<file path="config.mk">
export PLATFORM = sky130hd
export DESIGN_NAME = oddc_regs
export DESIGN_NICKNAME = d
export VERILOG_FILES = /design/src/shared/oddc_pkg.sv /design/src/core/oddc_regs.sv
export SDC_FILE = /design/constraint.sdc
export NUM_CORES = 1
export LEC_CHECK = 0
export ABC_AREA = 1
export BUFFER_PORTS_ARGS = -buffer_cell sky130_fd_sc_hd__buf_4
export CORE_MARGIN = 3
export CORE_UTILIZATION = 59
export DETAILED_ROUTE_END_ITERATION = 7
export HOLD_SLACK_MARGIN = 0.03
export MAX_ROUTING_LAYER = met4
export PLACE_DENSITY = 0.9
export SLEW_MARGIN = 20
export SYNTH_ARGS = -nofsm -noshare
export SYNTH_HDL_FRONTEND = slang
export SYNTH_SLANG_ARGS = --single-unit
</file>
<file path="constraint.sdc">
create_clock -name mclk_i -period 4.4 [get_ports mclk_i]
set_input_delay 0.88 -clock mclk_i [delete_from_list [all_inputs] [get_ports mclk_i]]
set_output_delay 0.88 -clock mclk_i [all_outputs]
set_load 0.02 [all_outputs]
</file>
<file path="src/shared/oddc_pkg.sv">
/*
 * oddc_pkg: constants and types for the output divider / delay configuration block.
 * Assumes an 8-bit register address space with one byte per register.
 */
package oddc_pkg;

    // register count and storage width
    localparam int          NUM_REGS   = 8;
    localparam int          REG_W      = 8;
    localparam int          ADDR_W     = 8;

    // byte offsets
    localparam logic [7:0]  OUT5_DELAY_OFS         = 8'h3c;
    localparam logic [7:0]  OUT5_DRIVER_SUPPLY_OFS = 8'h3d;
    localparam logic [7:0]  OUT6_DIVIDER_HIGH_OFS  = 8'h40;
    localparam logic [7:0]  OUT6_DIVIDER_MID_OFS   = 8'h41;
    localparam logic [7:0]  OUT6_DIVIDER_LOW_OFS   = 8'h42;
    localparam logic [7:0]  OUT6_PHASE_STRENGTH_OFS = 8'h43;
    localparam logic [7:0]  OUT6_DELAY_OFS         = 8'h44;
    localparam logic [7:0]  OUT6_SUPPLY_CFG_OFS    = 8'h45;

    // storage index of each register
    localparam int          IDX_OUT5_DELAY   = 0;
    localparam int          IDX_OUT5_DRV     = 1;
    localparam int          IDX_OUT6_DIV_HI  = 2;
    localparam int          IDX_OUT6_DIV_MID = 3;
    localparam int          IDX_OUT6_DIV_LO  = 4;
    localparam int          IDX_OUT6_PHASE   = 5;
    localparam int          IDX_OUT6_DELAY   = 6;
    localparam int          IDX_OUT6_SUPPLY  = 7;

    localparam logic [NUM_REGS-1:0][7:0] REG_OFS = {
        OUT6_SUPPLY_CFG_OFS, OUT6_DELAY_OFS, OUT6_PHASE_STRENGTH_OFS, OUT6_DIVIDER_LOW_OFS,
        OUT6_DIVIDER_MID_OFS, OUT6_DIVIDER_HIGH_OFS, OUT5_DRIVER_SUPPLY_OFS, OUT5_DELAY_OFS};

    // writable bits; others read zero
    localparam logic [NUM_REGS-1:0][7:0] REG_MASK = {
        8'h1f, 8'hff, 8'hc7, 8'hff, 8'hff, 8'hff, 8'h1f, 8'hff};

    localparam logic [7:0]  REG_RESET  = 8'h00;
    localparam logic [7:0]  RDATA_NONE = 8'h00;

    // field positions
    localparam int          DIV_W        = 20;
    localparam int          DIV_HI_MSB   = 3;
    localparam int          COARSE_MSB   = 5;
    localparam int          FINE_LSB     = 6;
    localparam int          FINE_MSB     = 7;
    localparam int          PHASE_LSB    = 6;
    localparam int          PHASE_MSB    = 7;
    localparam int          STRENGTH_MSB = 2;
    localparam int          DRV_MSB      = 2;
    localparam int          SUPPLY_LSB   = 3;
    localparam int          SUPPLY_MSB   = 4;

    // timing figures and advised drive strength
    localparam int          FINE_STEP_PS     = 30;
    localparam int          COARSE_MAX_VCO   = 63;
    localparam logic [2:0]  STRENGTH_ADVISED = 3'h7;

    typedef enum logic [2:0] {
        ODDC_DRV_LVDS        = 3'b000,
        ODDC_DRV_LVPECL_CM   = 3'b001,
        ODDC_DRV_CML         = 3'b010,
        ODDC_DRV_HCSL        = 3'b011,
        ODDC_DRV_LVDS_BOOST  = 3'b100,
        ODDC_DRV_LVPECL_NOCM = 3'b101,
        ODDC_DRV_RSVD6       = 3'b110,
        ODDC_DRV_RSVD7       = 3'b111
    } oddc_drv_std_t;

    typedef enum logic [1:0] {
        ODDC_VDD_1V8  = 2'b00,
        ODDC_VDD_2V5  = 2'b01,
        ODDC_VDD_3V3  = 2'b10,
        ODDC_VDD_RSVD = 2'b11
    } oddc_supply_t;

    // register port request
    typedef struct packed {
        logic               wr;
        logic               rd;
        logic [ADDR_W-1:0]  addr;
        logic [REG_W-1:0]   wdata;
    } oddc_req_t;

    typedef struct packed {
        logic [5:0]         coarse_delay;
        logic [1:0]         fine_delay;
        oddc_drv_std_t      driver_standard_select;
        oddc_supply_t       output_supply_select;
    } oddc_out5_cfg_t;

    typedef struct packed {
        logic [DIV_W-1:0]   output_divider;
        logic [1:0]         phase_sel;
        logic [2:0]         se_strength;
        logic [5:0]         coarse_delay;
        logic [1:0]         fine_delay;
        oddc_supply_t       output_supply_select;
        logic               positive_pin_driver;  // 0 true_clock, 1 complement_clock
        logic               negative_pin_driver;  // 0 true_clock, 1 complement_clock
    } oddc_out6_cfg_t;

endpackage

</file>
<file path="src/core/oddc_regs.sv">
/*
 * oddc_regs: configuration registers for clock outputs five and six, with
 * decoded divider, delay, phase, driver and supply settings.
 * Assumes the register port is driven synchronously to mclk_i by the serial front end.
 */
`timescale 1ns/1ps

module oddc_regs (
    // clock and reset
    input  wire logic                       mclk_i,
    input  wire logic                       rst_i,
    // register port
    input  wire oddc_pkg::oddc_req_t        req_i,
    output logic [7:0]                      rdata_o,
    output logic                            rvalid_o,
    // decoded configuration
    output oddc_pkg::oddc_out5_cfg_t        out5_cfg_o,
    output oddc_pkg::oddc_out6_cfg_t        out6_cfg_o,
    output logic                            strength_unadvised_o
);
    import oddc_pkg::*;

    logic [REG_W-1:0]       regs_q [NUM_REGS];
    logic [NUM_REGS-1:0]    hit;
    logic [REG_W-1:0]       rd_mux;
    logic [REG_W-1:0]       rdata_q;
    logic                   rvalid_q;

    // address decode and write per entry, masked so unused bits stay zero
    genvar gi;
    generate
        for (gi = 0; gi < NUM_REGS; gi++) begin : g_reg
            assign hit[gi] = (req_i.addr == REG_OFS[gi]);
            always_ff @(posedge mclk_i or posedge rst_i) begin
                if (rst_i) begin
                    regs_q[gi] <= REG_RESET;
                end else if (req_i.wr && hit[gi]) begin
                    regs_q[gi] <= req_i.wdata & REG_MASK[gi];
                end
            end
        end
    endgenerate

    // read select; an unmapped address reads zero
    always_comb begin
        rd_mux = RDATA_NONE;
        for (int i = 0; i < NUM_REGS; i++) begin
            if (hit[i]) begin
                rd_mux = regs_q[i];
            end
        end
    end

    // read data held until the next read
    always_ff @(posedge mclk_i or posedge rst_i) begin
        if (rst_i) begin
            rdata_q  <= RDATA_NONE;
            rvalid_q <= 1'b0;
        end else begin
            rvalid_q <= req_i.rd;
            if (req_i.rd) begin
                rdata_q <= rd_mux;
            end
        end
    end

    assign rdata_o  = rdata_q;
    assign rvalid_o = rvalid_q;

    // output five fields
    assign out5_cfg_o.coarse_delay = regs_q[IDX_OUT5_DELAY][COARSE_MSB:0];
    assign out5_cfg_o.fine_delay   = regs_q[IDX_OUT5_DELAY][FINE_MSB:FINE_LSB];
    assign out5_cfg_o.driver_standard_select =
        oddc_drv_std_t'(regs_q[IDX_OUT5_DRV][DRV_MSB:0]);
    assign out5_cfg_o.output_supply_select =
        oddc_supply_t'(regs_q[IDX_OUT5_DRV][SUPPLY_MSB:SUPPLY_LSB]);

    // output six divider: spare bits of the high byte are kept but not used
    assign out6_cfg_o.output_divider = {regs_q[IDX_OUT6_DIV_HI][DIV_HI_MSB:0],
                                        regs_q[IDX_OUT6_DIV_MID],
                                        regs_q[IDX_OUT6_DIV_LO]};
    assign out6_cfg_o.phase_sel    = regs_q[IDX_OUT6_PHASE][PHASE_MSB:PHASE_LSB];
    assign out6_cfg_o.se_strength  = regs_q[IDX_OUT6_PHASE][STRENGTH_MSB:0];
    assign out6_cfg_o.coarse_delay = regs_q[IDX_OUT6_DELAY][COARSE_MSB:0];
    assign out6_cfg_o.fine_delay   = regs_q[IDX_OUT6_DELAY][FINE_MSB:FINE_LSB];
    assign out6_cfg_o.output_supply_select =
        oddc_supply_t'(regs_q[IDX_OUT6_SUPPLY][SUPPLY_MSB:SUPPLY_LSB]);

    // pin sources: 00 true/comp, 01 true/true, 1x comp/comp
    assign out6_cfg_o.positive_pin_driver = out6_cfg_o.phase_sel[1];
    assign out6_cfg_o.negative_pin_driver = (out6_cfg_o.phase_sel != 2'b01);

    // flag only; the value is not forced since software owns the choice
    assign strength_unadvised_o = (out6_cfg_o.se_strength != STRENGTH_ADVISED);
endmodule

</file>
## Word-level counts from Yosys, hierarchy flattened

Cells that the tools add are included.

| operators by class | value |
|---|---|
| add/sub/neg operators | 0 |
| multiply operators | 0 |
| divide/modulo/power cells | 0 |
| $lt $le $gt $ge | 0 |
| eq/ne operators | 10 |
| shift-type cells | 0 |
| muxes and demuxes | 8 |
| bitwise gates (word level) | 0 |
| reductions and logical operators | 8 |

Operator list:

| kind | number |
|---|---|
| two-way mux 8 bit | 8 |
| == test 8 x 7 -> 1 bit (second input constant) | 6 |
| == test 8 x 6 -> 1 bit (second input constant) | 2 |
| logical AND 1 bit | 8 |
| inequality test 3 bit (second input constant) | 1 |
| inequality test 2 x 1 -> 1 bit (second input constant) | 1 |

| word-level totals | value |
|---|---|
| register bits | 64 |
| bits in latches | 0 |
| bits in writable memories | 0 |
| bits in read-only memories | 0 |
| input bits | 20 |
| output and inout bits | 60 |
| memories kept | 0 |

## Depth between registers and ports, before layout

Gate-level depths: netlist of the first run.

| logic depth | value |
|---|---|
| depth in word-level cells | 9 |
| depth in mapped cells | 13 |
| gate-level depth less buffers | 13 |

## Worst setup path after synthesis of the first run

No wires, ideal clock.

| timing path | value |
|---|---|
| path type | input to register |
| from | input port req_i[15] (netlist bit) |
| to | register regs_q, in the netlist out6_cfg_o[6] |
| setup time | 0.124 ns |
| arrival time | 1.723 ns |
| path slack | 2.554 ns |
| cell stages on the path | 9 |
| path buffers | 1 |
| cells stage by stage | inv_1 -> nand2_2 -> nor2_8 -> nand2_2 -> inv_2 -> nand2_4 -> buf_6 -> nand2_1 -> o21ai_2 |

| between the ends | value |
|---|---|
| word-level cells in the longest chain between the ends | 2 |

Ends and longest elaborated chain:

| what | line | text |
|---|---|---|
| start, declared | oddc_regs.sv:13 | `input wire oddc_pkg::oddc_req_t req_i,` |
| == test 8 x 7 -> 1 bit | oddc_regs.sv:33 | `assign hit[gi] = (req_i.addr == REG_OFS[gi]);` |
| logical AND 1 bit | oddc_regs.sv:37 | `end else if (req_i.wr && hit[gi]) begin` |
| end signal, assigned by index | oddc_regs.sv:38 | `regs_q[gi] <= req_i.wdata & REG_MASK[gi];` |
| end, declared | oddc_regs.sv:23 | `logic [REG_W-1:0] regs_q [NUM_REGS];` |

Every way passes these cells.
A chain may end at the register's enable or synchronous reset.

## Worst setup path after layout of the first run

| timing path | value |
|---|---|
| from | input port req_i[13] (netlist bit) |
| to | register rdata_q[5], in the netlist rdata_o[5] |

| between the ends | value |
|---|---|
| word-level cells in the longest chain between the ends | 9 |
| elaborated cells between the ends (all ways) | 16 |
| classes of those cells | eq/ne (8); mux (8) |

Ends and longest elaborated chain:

| what | line | text |
|---|---|---|
| == test 8 x 6 -> 1 bit | oddc_regs.sv:33 |  |
| two-way mux 8 bit (7 in a row) | oddc_regs.sv:48 | `if (hit[i]) begin` |
| two-way mux 8 bit (*) | oddc_regs.sv:48 |  |
| end signal, assigned | oddc_regs.sv:62 | `rdata_q <= rd_mux;` |
| end, declared | oddc_regs.sv:26 | `logic [REG_W-1:0] rdata_q;` |

Every way passes the cells marked *; elsewhere a longest branch is shown, timed or not.

==> impl_metrics.env, run 1 <==
export IMPL_detail_route_first_pass_iterations=5
export IMPL_max_freq_mhz=527
export IMPL_synth_simple_area_share_pct=27.8
export IMPL_startpoint="req_i[13]"
export IMPL_rsz0062_at_grt="no"
export IMPL_ant_nets=0
export IMPL_avgRoutedWirePerCell_um=15.0
export IMPL_grt_pass1_wl_um=13500
export IMPL_synth_seq_area_share_pct=44.8
export IMPL_path_clk_slew_ps=60
export IMPL_critical_path_max_fanout=15
export IMPL_wirelength_um=8090
export IMPL_p_leak_nw=2.12
export IMPL_r2r_cells=6
export IMPL_yosysWarnings=0
export IMPL_critPathLaunchType="input port"
export IMPL_irDropWorstVdd_v=0.000218
export IMPL_hold_violations=0
export IMPL_pwr_share_comb_pct=13.9
export IMPL_clockBufferDepth=2
export IMPL_area_delta_synth_final_pct=10.8
export IMPL_cts_buffers=9
export IMPL_start_util_pct=63.0
export IMPL_max_slew_worst_pin_slew_ps=863
export IMPL_insertedDiodeCount=0
export IMPL_cp_data_required_time_ps=4630
export IMPL_htreeDepth=3
export IMPL_critPathSlowestCell="nor2_8"
export IMPL_hold_end="rdata_o[7]"
export IMPL_yosysUniqueCellTypes=26
export IMPL_fin_crit_sh_pct=43.2
export IMPL_maxSlewViolCount=0
export IMPL_yosys_area_top_type="dfrtp_1"
export IMPL_clock_skew_ps=3.03
export IMPL_first_iter_violations=251
export IMPL_synth_edf_count=0
export IMPL_swShare_pct=27.4
export IMPL_crit_chain="buf_4, inv_1, nand2_1, nor2_8, nand2_1, nor2_2, inv_1, nor2_1, nor2_1, nand2_1, nand2_1, nand2_1, nand2_1"
export IMPL_synth_fp_nets=451
export IMPL_synthMuxAreaShare_pct=0
export IMPL_drc=0
export IMPL_status="complete, no violations"
export IMPL_slew_headroom_pct=42.4
export IMPL_grt_ovfl_total=0
export IMPL_post_cts_buffers=0
export IMPL_cts_hold_buf=0
export IMPL_fp_dieW_um=83.8
export IMPL_die_area_mm2=0.00703
export IMPL_synth_area_mm2=0.00357
export IMPL_instances_no_fill=539
export IMPL_place_inst=526
export IMPL_hold_start="rdata_o[7]"
export IMPL_gp_congestion=0.935
export IMPL_p_total_mw=1.20
export IMPL_grt_usage_pct=25.0
export IMPL_r2r_end="rdata_o[2]"
export IMPL_synthTopCellsByArea="dfrtp_1 45%, nand2_1 13%, buf_4 11%, o21ai_2 5.1%, inv_1 3.0%"
export IMPL_grt_pass1_vias=2834
export IMPL_clkPwrFrac_pct=32.9
export IMPL_r2r_slack_ps=3260
export IMPL_max_stage_delay_ps=250
export IMPL_grt_max_degree=43
export IMPL_cts_root_buf="clkbuf_8"
export IMPL_io_pins=80
export IMPL_crit_type="in -> reg"
export IMPL_power_density_mw_per_mm2=303
export IMPL_netlist_instances=431
export IMPL_port_buffers=79
export IMPL_clkSinkCount=64
export IMPL_max_cap_violations=0
export IMPL_switching_power_mw=0.328
export IMPL_nets=485
export IMPL_end_kind="flop"
export IMPL_p_seq_share_pct=53.2
export IMPL_fin_tns_setup_ps=0
export IMPL_vias=2891
export IMPL_drive_gt1_share_pct=32.3
export IMPL_ctsResizeCount=0
export IMPL_clock_latency_ps=340
export IMPL_antenna_found_initial=0
export IMPL_hold_depth=2
export IMPL_crit_top_cell="nand2_1"
export IMPL_synth_xor_xnor_area_share_pct=0
export IMPL_cts_tree="built"
export IMPL_synth_compound_area_share_pct=10.9
export IMPL_synth_top_area_share_pct=44.8
export IMPL_reg2reg_from="out5_cfg_o[9]"
export IMPL_setup_violations=0
export IMPL_viasPerCell=5.36
export IMPL_cp_arrival_ps=2130
export IMPL_synth_fa_ha_area_share_pct=0
export IMPL_chipHeight_um=83.8
export IMPL_synth_ff_type="dfrtp_1"
export IMPL_async_reset_ff_share_pct=100
export IMPL_internal_power_mw=0.870
export IMPL_synth_top_family_by_area="simple AND/OR/NAND/NOR gates"
export IMPL_fin_crit_ps=1900
export IMPL_hpwl_um=6180
export IMPL_hp_class="reg -> reg"
export IMPL_syn_area_per_cell_um2=8.29
export IMPL_core_area_mm2=0.00568
export IMPL_synth_seq_cells=64
export IMPL_fp_row_count=27
cells in the final DEF, fill, tap and decap left out, types with 9 or more instances in the layout:
cell,count
nor2_1,27
nand2_2,12
nand2_1,123
inv_1,28
buf_4,80
o21ai_0,18
clkbuf_8,9
inv_2,9
o21ai_1,18
nand3_1,19
o21ai_2,21
dfrtp_1,64
worst max-delay path: cells and delay by family:
kind	cells	cell delay, ps
simple gates	10	980
buf+inv	3	260
power groups by stage:
stage | clock network, mW | logic (mW) | registers (mW)
after global placement | 0 | 0.162 | 0.647
after floorplan | 0 | 0.126 | 0.643
after CTS | 0.398 | 0.168 | 0.637
after global routing | 0.431 | 0.181 | 0.641
after detailed placement | 0 | 0.167 | 0.648
final | 0.394 | 0.166 | 0.638
area by class of cell:
cell class | count | area [um^2]
fill | 430 | 1720
sequential | 64 | 1600
multi-input combinational | 272 | 1380
timing repair buffer | 80 | 601
inverter | 38 | 145
clock buffer | 11 | 131
tap | 72 | 90.1
clock inverter | 2 | 10.0
per-layer routing:
metal  track usage [%]  vias up  share of wire [%]
met2              40.3      158                 48
met1              30.2     1321                 40
met3              5.92       27                8.3
met4              10.8        0                3.2
li1                  -     1385                  -
met5                 -        -                  0
worst max path at each step:
stage / endpoint / depth (start not counted) / slack, ps
2_1_floorplan: out5_cfg_o[0] / 1 / 1920
3_3_place_gp: rdata_o[5] / 13 / 2220
3_5_place_dp: rdata_o[5] / 13 / 2140
4_1_cts: rdata_o[5] / 13 / 2490
5_1_grt: rdata_o[5] / 13 / 2310
6_report: rdata_o[5] / 13 / 2500
synth_stat cells (7+ instances only):
master	instances
nand2_2	12
o21ai_1	18
nand2_1	123
o21ai_2	21
nor2_1	27
inv_1	29
dfrtp_1	64
nand3_1	19
inv_2	8
buf_4	50
nand2_4	7
o21ai_0	18
kinds of logic after synthesis:
group	count (synthesis)
and+or+nand+nor	210
buffers and inverters	95
DFF	64
AOI/OAI and AO/OA	62
state kept, by name, summed over array words and instances, names as in the netlist:
signal      flops
out5_cfg_o     13
regs_q          7
rdata_o         8
out6_cfg_o     35
rvalid_o        1
through the flow:
step,setup WS (ps),hold WS (ps),utilization [%],instance area [um^2]
final,2500,485,69.8,3960
after detailed placement,2140,475,67.3,3820
after global routing,2310,518,69.8,3960
after global placement,2220,466,67.3,3820
after floorplan,1920,455,-,3570
after CTS,2490,490,69.8,3960
Note: power is estimated with default switching activity, not from simulation.
==> run 2, diff against run 1 <==
--- a/config.mk
+++ b/config.mk
@@ -5,14 +5,14 @@
 export SDC_FILE = /design/constraint.sdc
 export NUM_CORES = 1
 export LEC_CHECK = 0
-export ABC_AREA = 1
+export ABC_AREA = 0
 export BUFFER_PORTS_ARGS = -buffer_cell sky130_fd_sc_hd__buf_4
 export CORE_MARGIN = 3
-export CORE_UTILIZATION = 59
+export CORE_UTILIZATION = 49
 export DETAILED_ROUTE_END_ITERATION = 7
 export HOLD_SLACK_MARGIN = 0.03
 export MAX_ROUTING_LAYER = met4
-export PLACE_DENSITY = 0.9
+export PLACE_DENSITY = 0.8
 export SLEW_MARGIN = 20
 export SYNTH_ARGS = -nofsm -noshare
 export SYNTH_HDL_FRONTEND = slang
==> constraint.sdc (replaced) <==
create_clock -name mclk_i -period 1.5 [get_ports mclk_i]
set_input_delay 0.3 -clock mclk_i [delete_from_list [all_inputs] [get_ports mclk_i]]
set_output_delay 0.3 -clock mclk_i [all_outputs]
set_load 0.02 [all_outputs]
==> impl_metrics.env, run 2 <==
export IMPL_netlist_instances=313
export IMPL_core_area_mm2=0.00691
export IMPL_layout_commonest_cell="buf_4"
export IMPL_hold_violations=0
export IMPL_grt_pass1_vias=2855
export IMPL_synth_top_area_share_pct=45.1
export IMPL_slew_headroom_pct=76.6
export IMPL_clock_skew_ps=4.49
export IMPL_instances_no_fill=492
export IMPL_startpoint="req_i[12]"
export IMPL_cts_buffers=9
export IMPL_pre_cts_ws_ps=-568
export IMPL_r2r_end="rdata_o[1]"
export IMPL_yosys_area_top_type="dfrtp_1"
export IMPL_vias=2684
export IMPL_die_area_mm2=0.00830
export IMPL_cts_tree="built"
export IMPL_crit_buf_inv=4
export IMPL_crit_type="in -> reg"
export IMPL_clkSinkCount=64
export IMPL_irDropWorstVdd_v=0.000490
export IMPL_avgRoutedWirePerCell_um=19.2
export IMPL_layout_common_cells="114 x buf_4, 64 x dfrtp_1, 30 x mux2_2, 27 x mux2_4, 12 x nor2_1"
export IMPL_syn_area_per_cell_um2=11.3
export IMPL_failed_checks="negative setup slack"
export IMPL_place_inst=471
export IMPL_rsz0062_at_grt="yes"
export IMPL_cp_data_required_time_ps=1730
export IMPL_status="finished, violations left"
export IMPL_layout_setup_ws_ps=-135
export IMPL_path_delay_family="simple AND/OR/NAND/NOR gates"
export IMPL_fin_crit_ps=1640
export IMPL_grt_pass1_wl_um=15100
export IMPL_critPathLaunchType="input port"
export IMPL_yosysUniqueCellTypes=46
export IMPL_detail_route_first_pass_iterations=6
export IMPL_async_reset_ff_share_pct=100
export IMPL_yosysWarnings=0
export IMPL_start_util_pct=51.4
export IMPL_synth_area_mm2=0.00355
export IMPL_grt_ovfl_total=0
export IMPL_critical_path_max_fanout=8
export IMPL_cts_hold_buf=0
export IMPL_hpwl_um=6810
export IMPL_io_pins=80
export IMPL_p_total_mw=3.86
export IMPL_chipHeight_um=91.1
export IMPL_fp_dieW_um=91.1
export IMPL_antenna_found_initial=0
export IMPL_fp_row_count=30
export IMPL_critical_path_depth=8
export IMPL_crit_end="out6_cfg_o[19]"
export IMPL_first_iter_violations=98
export IMPL_yosysMostFrequentCell="dfrtp_1"
export IMPL_max_stage_delay_ps=530
export IMPL_end_kind="flop"
export IMPL_grt_max_degree=65
export IMPL_reg2reg_from="out6_cfg_o[26]"
export IMPL_grt_usage_pct=24.4
export IMPL_gp_congestion=0.938
export IMPL_maxSlewViolCount=0
export IMPL_clock_latency_ps=340
export IMPL_port_buffers=79
export IMPL_r2r_slack_ps=230
export IMPL_synthTopCellsByArea="dfrtp_1 45%, mux2_2 16%, buf_4 11%, mux2_4 3.4%, mux2i_1 2.0%"
export IMPL_fin_crit_sh_pct=109
export IMPL_wirelength_um=9430
export IMPL_viasPerCell=5.46
export IMPL_cts_root_buf="clkbuf_8"
export IMPL_hp_class="in -> async"
export IMPL_p_leak_nw=2.27
export IMPL_synth_edf_count=0
export IMPL_hold_ws_ps=23.3
export IMPL_ant_nets=0
export IMPL_crit_chain="buf_8, or4_4, buf_6, nor2_4, buf_6, buf_12, nand3_4, mux2_4"
export IMPL_ys_top_cells_by_count="64 x dfrtp_1, 50 x buf_4, 49 x mux2_2"
export IMPL_critPathSlowestCell="or4_4"
export IMPL_max_slew_worst_pin_slew_ps=351
export IMPL_cp_arrival_ps=1870
export IMPL_largest_reg_flops=35
export IMPL_area_delta_synth_final_pct=31.7
export IMPL_max_freq_mhz=612
export IMPL_insertedDiodeCount=0
export IMPL_max_cap_violations=0
export IMPL_crit_top_cell="buf_6"
export IMPL_drive_gt1_share_pct=56.8
export IMPL_synth_fp_nets=333
export IMPL_setup_violations=43
export IMPL_nets=411
export IMPL_path_clk_slew_ps=70
export IMPL_clockBufferDepth=2
export IMPL_htreeDepth=3
export IMPL_synth_seq_cells=64
export IMPL_synth_ff_type="dfrtp_1"
export IMPL_fin_util_pct=67.7
export IMPL_drc=0
export IMPL_power_density_mw_per_mm2=825
export IMPL_synth_seq_area_share_pct=45.1
export IMPL_r2r_cells=4
## run 2: logic make-up after synthesis
family	Yosys count	synth area share [%]
multiplexers	65	21.5
AND/OR/NAND/NOR	62	10.7
buffers and inverters	75	13.5
AO/OA/AOI/OAI	47	9.13
flip-flops	64	45.1
## run 2: per-stage QoR
stage / TNS, ps / area, um^2
2_1_floorplan: -15300 / 3630
3_3_place_gp: -25520 / 4260
3_5_place_dp: -26820 / 4260
4_1_cts: -3190 / 4570
5_1_grt: -4590 / 4680
6_report: -3700 / 4680
## run 2: power by group
part / switching [mW] / leakage, nW / total, mW / internal, mW
combinational: 0.356 / 1.31 / 0.688 / 0.332
sequential: 0.0716 / 0.873 / 1.88 / 1.81
clock: 0.693 / 0.0889 / 1.29 / 0.597
total: 1.12 / 2.27 / 3.86 / 2.74
## run 2: metal layers
metal	routed length [um]	track usage (%)	share of wire (%)
met1	3880	29.2	41
met2	4770	39.9	51
met3	555	5.22	5.9
met4	225	10.2	2.4
met5	0	-	0
## run 2: worst min-delay path by stage
stage                     startpoint              to  slack (ps)  cells after the start
final                          rst_i  out5_cfg_o[10]          20                      3
after global routing           rst_i   out6_cfg_o[2]          60                      3
after CTS                      rst_i  out6_cfg_o[30]          50                      3
after detailed placement       rst_i  out5_cfg_o[10]         420                      3
after global placement         rst_i  out5_cfg_o[10]         410                      3
after floorplan            req_i[16]        rvalid_o         330                      0
## run 2: layout make-up
| type | instances | area, um^2 |
|---|---|---|
| clock buffers | 9 | 124 |
| clock inverters | 7 | 48.8 |
| fillers | 552 | 2230 |
| inverters | 12 | 48.8 |
| multi-input cells | 174 | 1660 |
| flip-flops and latches | 64 | 1600 |
| well taps | 96 | 120 |
| repair buffers | 130 | 1070 |
## run 2: repair_timing
action                                  in CTS  in global routing
pin swaps                                    4                  2
buffers inserted                             3                  2
resized for setup                           25                 17
endpoints found under the setup margin      44                 47
## run 2: worst min-delay path, cell delays in order
cell and delay [ps]:
buf_4 120, clkinvlp_4 70, buf_12 280
